### config.mk
export PLATFORM = sky130hd
export DESIGN_NAME = spld_top
export DESIGN_NICKNAME = d
export VERILOG_FILES = /design/src/rtl/spld_pkg.sv /design/src/rtl/spld_top.sv
export VERILOG_INCLUDE_DIRS = /design/src /design/src/rtl
export SDC_FILE = /design/constraint.sdc
export NUM_CORES = 1
export LEC_CHECK = 0
export ABC_AREA = 1
export BUFFER_PORTS_ARGS = -buffer_cell sky130_fd_sc_hd__buf_2
export CAP_MARGIN = 20
export CORE_ASPECT_RATIO = 0.75
export CORE_MARGIN = 4
export CORE_UTILIZATION = 40
export CTS_CLUSTER_SIZE = 24
export DETAILED_ROUTE_END_ITERATION = 10
export PLACE_DENSITY_LB_ADDON = 0.15
export SYNTH_ARGS = -nofsm -noshare
export SYNTH_HDL_FRONTEND = slang
export SYNTH_HIERARCHICAL = 1
export SYNTH_SLANG_ARGS = --single-unit
### constraint.sdc
create_clock -name clk -period 2.2 [get_ports clk]
set_input_delay 0.44 -clock clk [delete_from_list [all_inputs] [get_ports clk]]
set_output_delay 0.44 -clock clk [all_outputs]
set_load 0.02 [all_outputs]
### src/rtl/spld_regs.svh
// Constants of the serial power latch driver.
// Assumes inclusion by the driver package and top module only.
`ifndef SPLD_REGS_SVH
`define SPLD_REGS_SVH
`define SPLD_WIDTH      8
`define SPLD_FIFO_DEPTH 8
`define SPLD_CLEAR_VAL  8'h00
`endif

### src/rtl/spld_pkg.sv
// Types of the serial power latch driver.
// Assumes spld_regs.svh is on the include path.
`include "spld_regs.svh"
package spld_pkg;
    typedef logic [`SPLD_WIDTH-1:0] spld_byte_t;
endpackage

### src/rtl/spld_top.sv
// Serial-in latch driver with eight open-drain sink outputs and a latch-data FIFO.
// Assumes all pin inputs are asynchronous to clk and are synchronised here.
`include "spld_regs.svh"

////////////////////////////////////////////////////////////////////////////////
module spld_fifo #(
    parameter int WIDTH = 8,
    parameter int DEPTH = 8
) (
    // Clock and reset.
    input  wire logic             clk,
    input  wire logic             sys_rst,
    // Fill side.
    input  wire logic             in_valid,
    output logic                  in_ready,
    input  wire logic [WIDTH-1:0] in_data,
    // Drain side.
    output logic                  out_valid,
    input  wire logic             out_ready,
    output logic      [WIDTH-1:0] out_data
);
    localparam int AW = $clog2(DEPTH);
    logic [WIDTH-1:0] mem_r [DEPTH];
    logic [AW-1:0]    wr_r, wr_nxt, rd_r, rd_nxt;
    logic [AW:0]      cnt_r, cnt_nxt;
    logic             push, pop;

    assign in_ready  = (cnt_r != AW'(0) + (AW+1)'(DEPTH)) ? 1'b1 : 1'b0;
    assign out_valid = (cnt_r != '0);
    assign out_data  = mem_r[rd_r];
    assign push      = in_valid && in_ready;
    assign pop       = out_valid && out_ready;

    always_comb begin
        wr_nxt  = push ? AW'(wr_r + 1'b1) : wr_r;
        rd_nxt  = pop ? AW'(rd_r + 1'b1) : rd_r;
        cnt_nxt = (AW+1)'(cnt_r + {{AW{1'b0}}, push} - {{AW{1'b0}}, pop});
    end

    always_ff @(posedge clk or posedge sys_rst) begin
        if (sys_rst) begin
            wr_r  <= '0;
            rd_r  <= '0;
            cnt_r <= '0;
        end else begin
            wr_r  <= wr_nxt;
            rd_r  <= rd_nxt;
            cnt_r <= cnt_nxt;
        end
    end

    // Storage needs no reset; a word is read only after it was written.
    always_ff @(posedge clk) begin
        if (push) begin
            mem_r[wr_r] <= in_data;
        end
    end
endmodule // spld_fifo

////////////////////////////////////////////////////////////////////////////////
// What this block does
// - An 8-bit shift register takes serial bits in and offers all eight stages in parallel.
// - Each shift_clock rising edge while shift_clear_n is high shifts one place, bit_stream_in entering stage 0.
// - Each latch_clock rising edge copies the shift register into the storage register.
// - While shift_clear_n is low every shift stage is held at zero.
// - While the output gate is high all output buffer bits are low.
// - While the output gate is low the output buffers follow storage directly.
// - cascade_out carries shift register data onward to a chained device.
// - A sink output is off at buffer bit zero and sinks current at buffer bit one.
module spld_top (
    // Clock and reset.
    input  wire logic                 clk,
    input  wire logic                 sys_rst,
    // Host pins.
    input  wire logic                 bit_stream_in,
    input  wire logic                 shift_clock,
    input  wire logic                 latch_clock,
    input  wire logic                 shift_clear_n,
    input  wire logic                 output_gate_n,
    // Chain and sink pins; sink_outputs_oe high means the sink transistor is on.
    output logic                      cascade_out,
    output logic                      sink_outputs_o,
    output logic [`SPLD_WIDTH-1:0]    sink_outputs_oe,
    // Back-pressure: latch_ready low and latch_fifo_full high while the latch FIFO is full.
    output logic                      latch_ready,
    output logic                      latch_fifo_full
);
    // Two-flop synchronisers; stage one is read only by stage two.
    // Reset values match the idle pin levels, so no false clock edge follows reset.
    logic [4:0] meta_r, sync_r;
    logic [1:0] sync_q_r;
    logic       ser_s, sck_s, lck_s, clr_n_s, gate_n_s, sck_q, lck_q;
    always_ff @(posedge clk or posedge sys_rst) begin
        if (sys_rst) begin
            meta_r   <= 5'h18;
            sync_r   <= 5'h18;
            sync_q_r <= 2'h0;
        end else begin
            meta_r   <= {output_gate_n, shift_clear_n, latch_clock, shift_clock, bit_stream_in};
            sync_r   <= meta_r;
            sync_q_r <= sync_r[2:1];
        end
    end
    assign ser_s    = sync_r[0];
    assign sck_s    = sync_r[1];
    assign lck_s    = sync_r[2];
    assign clr_n_s  = sync_r[3];
    assign gate_n_s = sync_r[4];
    assign sck_q    = sync_q_r[0];
    assign lck_q    = sync_q_r[1];

    logic sck_rise, lck_rise;
    assign sck_rise = sck_s && !sck_q;
    assign lck_rise = lck_s && !lck_q;

    ////////////////////////////////////////////////////////////////////////////
    spld_pkg::spld_byte_t shift_r, shift_nxt, store_r, store_nxt, buf_r, buf_nxt;
    logic                 cas_r, cas_nxt;
    logic                 fifo_valid;
    spld_pkg::spld_byte_t fifo_data;

    always_comb begin
        shift_nxt = shift_r;
        cas_nxt   = cas_r;
        if (!clr_n_s) begin
            shift_nxt = `SPLD_CLEAR_VAL;
            cas_nxt   = 1'b0;
        end else if (sck_rise) begin
            shift_nxt = {shift_r[`SPLD_WIDTH-2:0], ser_s};
            cas_nxt   = shift_r[`SPLD_WIDTH-2];
        end
        // Latched words queue in the FIFO; storage takes one per cycle.
        store_nxt = fifo_valid ? fifo_data : store_r;
        buf_nxt   = gate_n_s ? `SPLD_CLEAR_VAL : store_nxt;
    end

    always_ff @(posedge clk or posedge sys_rst) begin
        if (sys_rst) begin
            shift_r <= `SPLD_CLEAR_VAL;
            cas_r   <= 1'b0;
            store_r <= `SPLD_CLEAR_VAL;
            buf_r   <= `SPLD_CLEAR_VAL;
        end else begin
            shift_r <= shift_nxt;
            cas_r   <= cas_nxt;
            store_r <= store_nxt;
            buf_r   <= buf_nxt;
        end
    end

    // A latch edge arriving while full is dropped; latch_ready warns the host.
    spld_fifo #(.WIDTH(`SPLD_WIDTH), .DEPTH(`SPLD_FIFO_DEPTH)) u_fifo (
        .clk       (clk),
        .sys_rst   (sys_rst),
        .in_valid  (lck_rise),
        .in_ready  (latch_ready),
        .in_data   (shift_r),
        .out_valid (fifo_valid),
        .out_ready (1'b1),
        .out_data  (fifo_data)
    );
    assign latch_fifo_full = !latch_ready;

    assign cascade_out     = cas_r;
    assign sink_outputs_o  = 1'b0;  // Open drain: only ever pulls low.
    assign sink_outputs_oe = buf_r;
endmodule // spld_top

==> metrics.cfg <==
[drt]
ant_nets=0
vias_per_cell=4.36
met3WireLength_um=610
via_count=2872
drc=0
top_layer_used=met4
detailedRoute.firstPassIterationCount=4
route.layer.met1.wl_um=4170
avgRoutedWirePerCell_um=13.3
wl_met2_um=3910
dr.first_iter.drc_count=191
totalWireLength_um=8730

[pwr]
switchingPower_mw=2.29
ir_drop_mv=0.513
share_comb_of_total_power_pct=32.0
power.internal_mw=4.08
netSwitchingFraction_pct=36.0
pwr_density_cell_mw_per_mm2=1190
total_power_mw=6.37
power_leakage_nw=2.63
p_seq_share_pct=42.3
power.clock.fraction_pct=25.7

[synth]
yosys-mux-area-fraction_pct=0
post_synth_main_area_contributors=edfxtp_1 (40%), dfrtp_1 (22%), nand2_1 (12%)
yosys.area_share.simple_pct=19.6
synth.largest_area_cell=edfxtp_1
synth.net_count=480
syn-mean-instance-area_um2=10.3
synth_compound_gate_area_share_pct=1.88
yosysWarningCount=6
synth-seq-cells=110
main_combinational_cell_family_by_area_after_synthesis=simple AND/OR/NAND/NOR gates
syn_inst=464
synth-seq-area-share_pct=64.4
yosys.cell_types.count=29
synth_xor_area_share_pct=1.10
synth_top_area_share_pct=40.2
post_synth_design_cell_area_mm2=0.00478
post_synth_fa_ha_maj_area_fraction_pct=2.51

[timing]
rsz0062_at_grt=no
sum_of_negative_setup_slack_ns=0
setup-violations-final=0
slew_violations=0
timing.final.crit_period_ns=2.05
timing.final.hold_violations=0
fmax_mhz=487
fin_skew_ns=0.00824
layout_worst_path_cycle_share_pct=93.4

[layout]
insertedDiodeCount=0
drive_gt1_share_pct=17.5
areaGrowthSynthToFinish_pct=12.1
utilization_pct=46.0
fin_nets=507
final_cells=658

[place]
placement.io_buffers=17
gpl.final_weighted_congestion=0.730
placed_cells_incl_taps=642
detailed_place_hpwl_um=5750

[clock_network]
ctsHtreeMaxLevel=3
cts_hold_buffers=0
maximum_root_to_sink_buffer_count=2
cts_inserted_buffers=9
clock_latency_at_the_later_pin_of_the_worst_skew_pair_ns=0.34
clk_pin_slew_ns=0.08
clock-sinks=110
cts_root_buf=clkbuf_16
cts_tree=yes

[global_route]
grt_use_total_pct=13.9
antenna_found_initial=0
grt_start_max_net_pins=37
vias_in_the_first_global_route=2754
wire_length_of_the_first_global_routing_pass_um=14500
globalRouteOverflowTotal=0

[worst_setup_path]
cp.buffers_inverters=3
critical_path_peak_fanout=4
crit_path_start_kind=register
worst-r2r-setup-slack_ns=0.15
crit_type=register to register
worstPathArrival_ns=2.29
r2r-end=u_fifo/cnt_r[2]$_DFF_PP0_
timing.critical_path.to_type=register
cpLargestDelayFamily=adder cells
reg2regPathDepth=10
path_cells=inv_1 -> ha_1 -> nand3_1 -> nand2_2 -> inv_1 -> ha_1 -> inv_1 -> ha_1 -> fa_1 -> xor2_1
critPathSlowestCell=fa_1
cpPeakStageDelay_ns=0.38
timing.rr.start=u_fifo/cnt_r[2]$_DFF_PP0_
worst-endpoint-required_ns=2.43

[run]
timing.max_cap.violations=0

[floorplan]
die-height_um=103
dieArea_mm2=0.0138
die_width_um=134
core-area_mm2=0.0117
initial_utilization_pct=41.0
number_of_ports_placed_on_the_die_boundary=19
rows=34

[outcome]
status=finished, final reports clean

[min_path]
holdCritPathClass=input port to asynchronous set/reset pin

==> per-layer routing <==
metal | up-vias | GRT usage, %
li1 | 1484 | -
met5 | - | 0
met2 | 64 | 21.9
met1 | 1322 | 19.4
met3 | 2 | 3.66
met4 | 0 | 3.29
==> cell usage after synthesis (all sizes together) <==
master / number
nor3: 8
buf: 15
nand4: 2
xor2: 4
ha: 8
xnor2: 2
edfxtp: 64
dfstp: 4
fa: 1
inv: 92
dfrtp: 42
o21ai: 3
clkbuf: 1
nand3: 37
a21oi: 9
nand2: 169
nor2: 1
conb: 2
==> final cells by class <==
class                   count  area [um^2]
repair buffers             32          198
well taps                 162          203
inverters                  92          363
multi-input cells         246         1210
fillers                  1114         6300
flip-flops and latches    110         3080
clock buffers              10          250
clock inverters             6         60.1
==> worst max path at each step <==
stage,from,to,slack (ns),cells after the start
floorplan,u_fifo/cnt_r[2]$_DFF_PP0_,u_fifo/cnt_r[2]$_DFF_PP0_,0.12,10
global placement,u_fifo/cnt_r[2]$_DFF_PP0_,u_fifo/cnt_r[2]$_DFF_PP0_,0.17,10
detailed placement,u_fifo/cnt_r[2]$_DFF_PP0_,u_fifo/cnt_r[2]$_DFF_PP0_,0.1,10
CTS,u_fifo/cnt_r[2]$_DFF_PP0_,u_fifo/cnt_r[2]$_DFF_PP0_,0.08,10
global route,u_fifo/cnt_r[2]$_DFF_PP0_,u_fifo/cnt_r[2]$_DFF_PP0_,0.02,10
finish,u_fifo/cnt_r[2]$_DFF_PP0_,u_fifo/cnt_r[2]$_DFF_PP0_,0.15,10
==> sequential cells by signal (all words and copies together), names as in the netlist <==
name and cells:
sync_r 5, u_fifo/wr_r 3, meta_r 5, store_r 8, u_fifo/rd_r 3, u_fifo/cnt_r 4
sync_q_r 2, u_fifo/mem_r 64, sink_outputs_oe 8, shift_r 8
==> stage by stage <==
stage,worst slack (ns),area [um^2],hold slack [ns]
after floorplan,0.118,4780,0.280
after global placement,0.170,5050,0.338
after detailed placement,0.0989,5050,0.340
after CTS,0.0828,5360,0.0867
after global routing,0.0171,5360,0.126
final,0.145,5360,0.0830
==> repair_timing <==
action / in CTS / in global routing
gates resized for setup: 0 / 1
buffers inserted: 0 / 0
endpoints found under the hold margin: 0 / 0
endpoints found under the setup margin: 0 / 1
==> cells by family (layout without fill, tap and decap cells) <==
logic type               after synthesis  in the layout
adder cells (fa/ha/maj)                9              9
flip-flops                           110            110
buffers and inverters                108            140
XOR/XNOR                               6              6
AO/OA/AOI/OAI                         12             12
other                                  2              2
AND/OR/NAND/NOR                      217            217
==> cells in the final DEF (no fill, tap or decap), drive strengths merged <==
cell type,n
a21oi,9
buf,32
clkbuf,10
clkinv,2
conb,2
dfrtp,42
dfstp,4
edfxtp,64
fa,1
ha,8
inv,96
nand2,169
nand3,37
nand4,2
nor2,1
nor3,8
o21ai,3
xnor2,2
xor2,4
==> power groups by stage <==
stage	Combinational, mW	Clock [mW]	Sequential [mW]
finish	2.04	1.64	2.69
global route	2.34	1.78	2.73
floorplan	1.63	0	2.73
CTS	2.08	1.70	2.70
global placement	2.04	0	2.74
detailed placement	2.07	0	2.74
No activity file was read; power rests on OpenSTA's default activity.
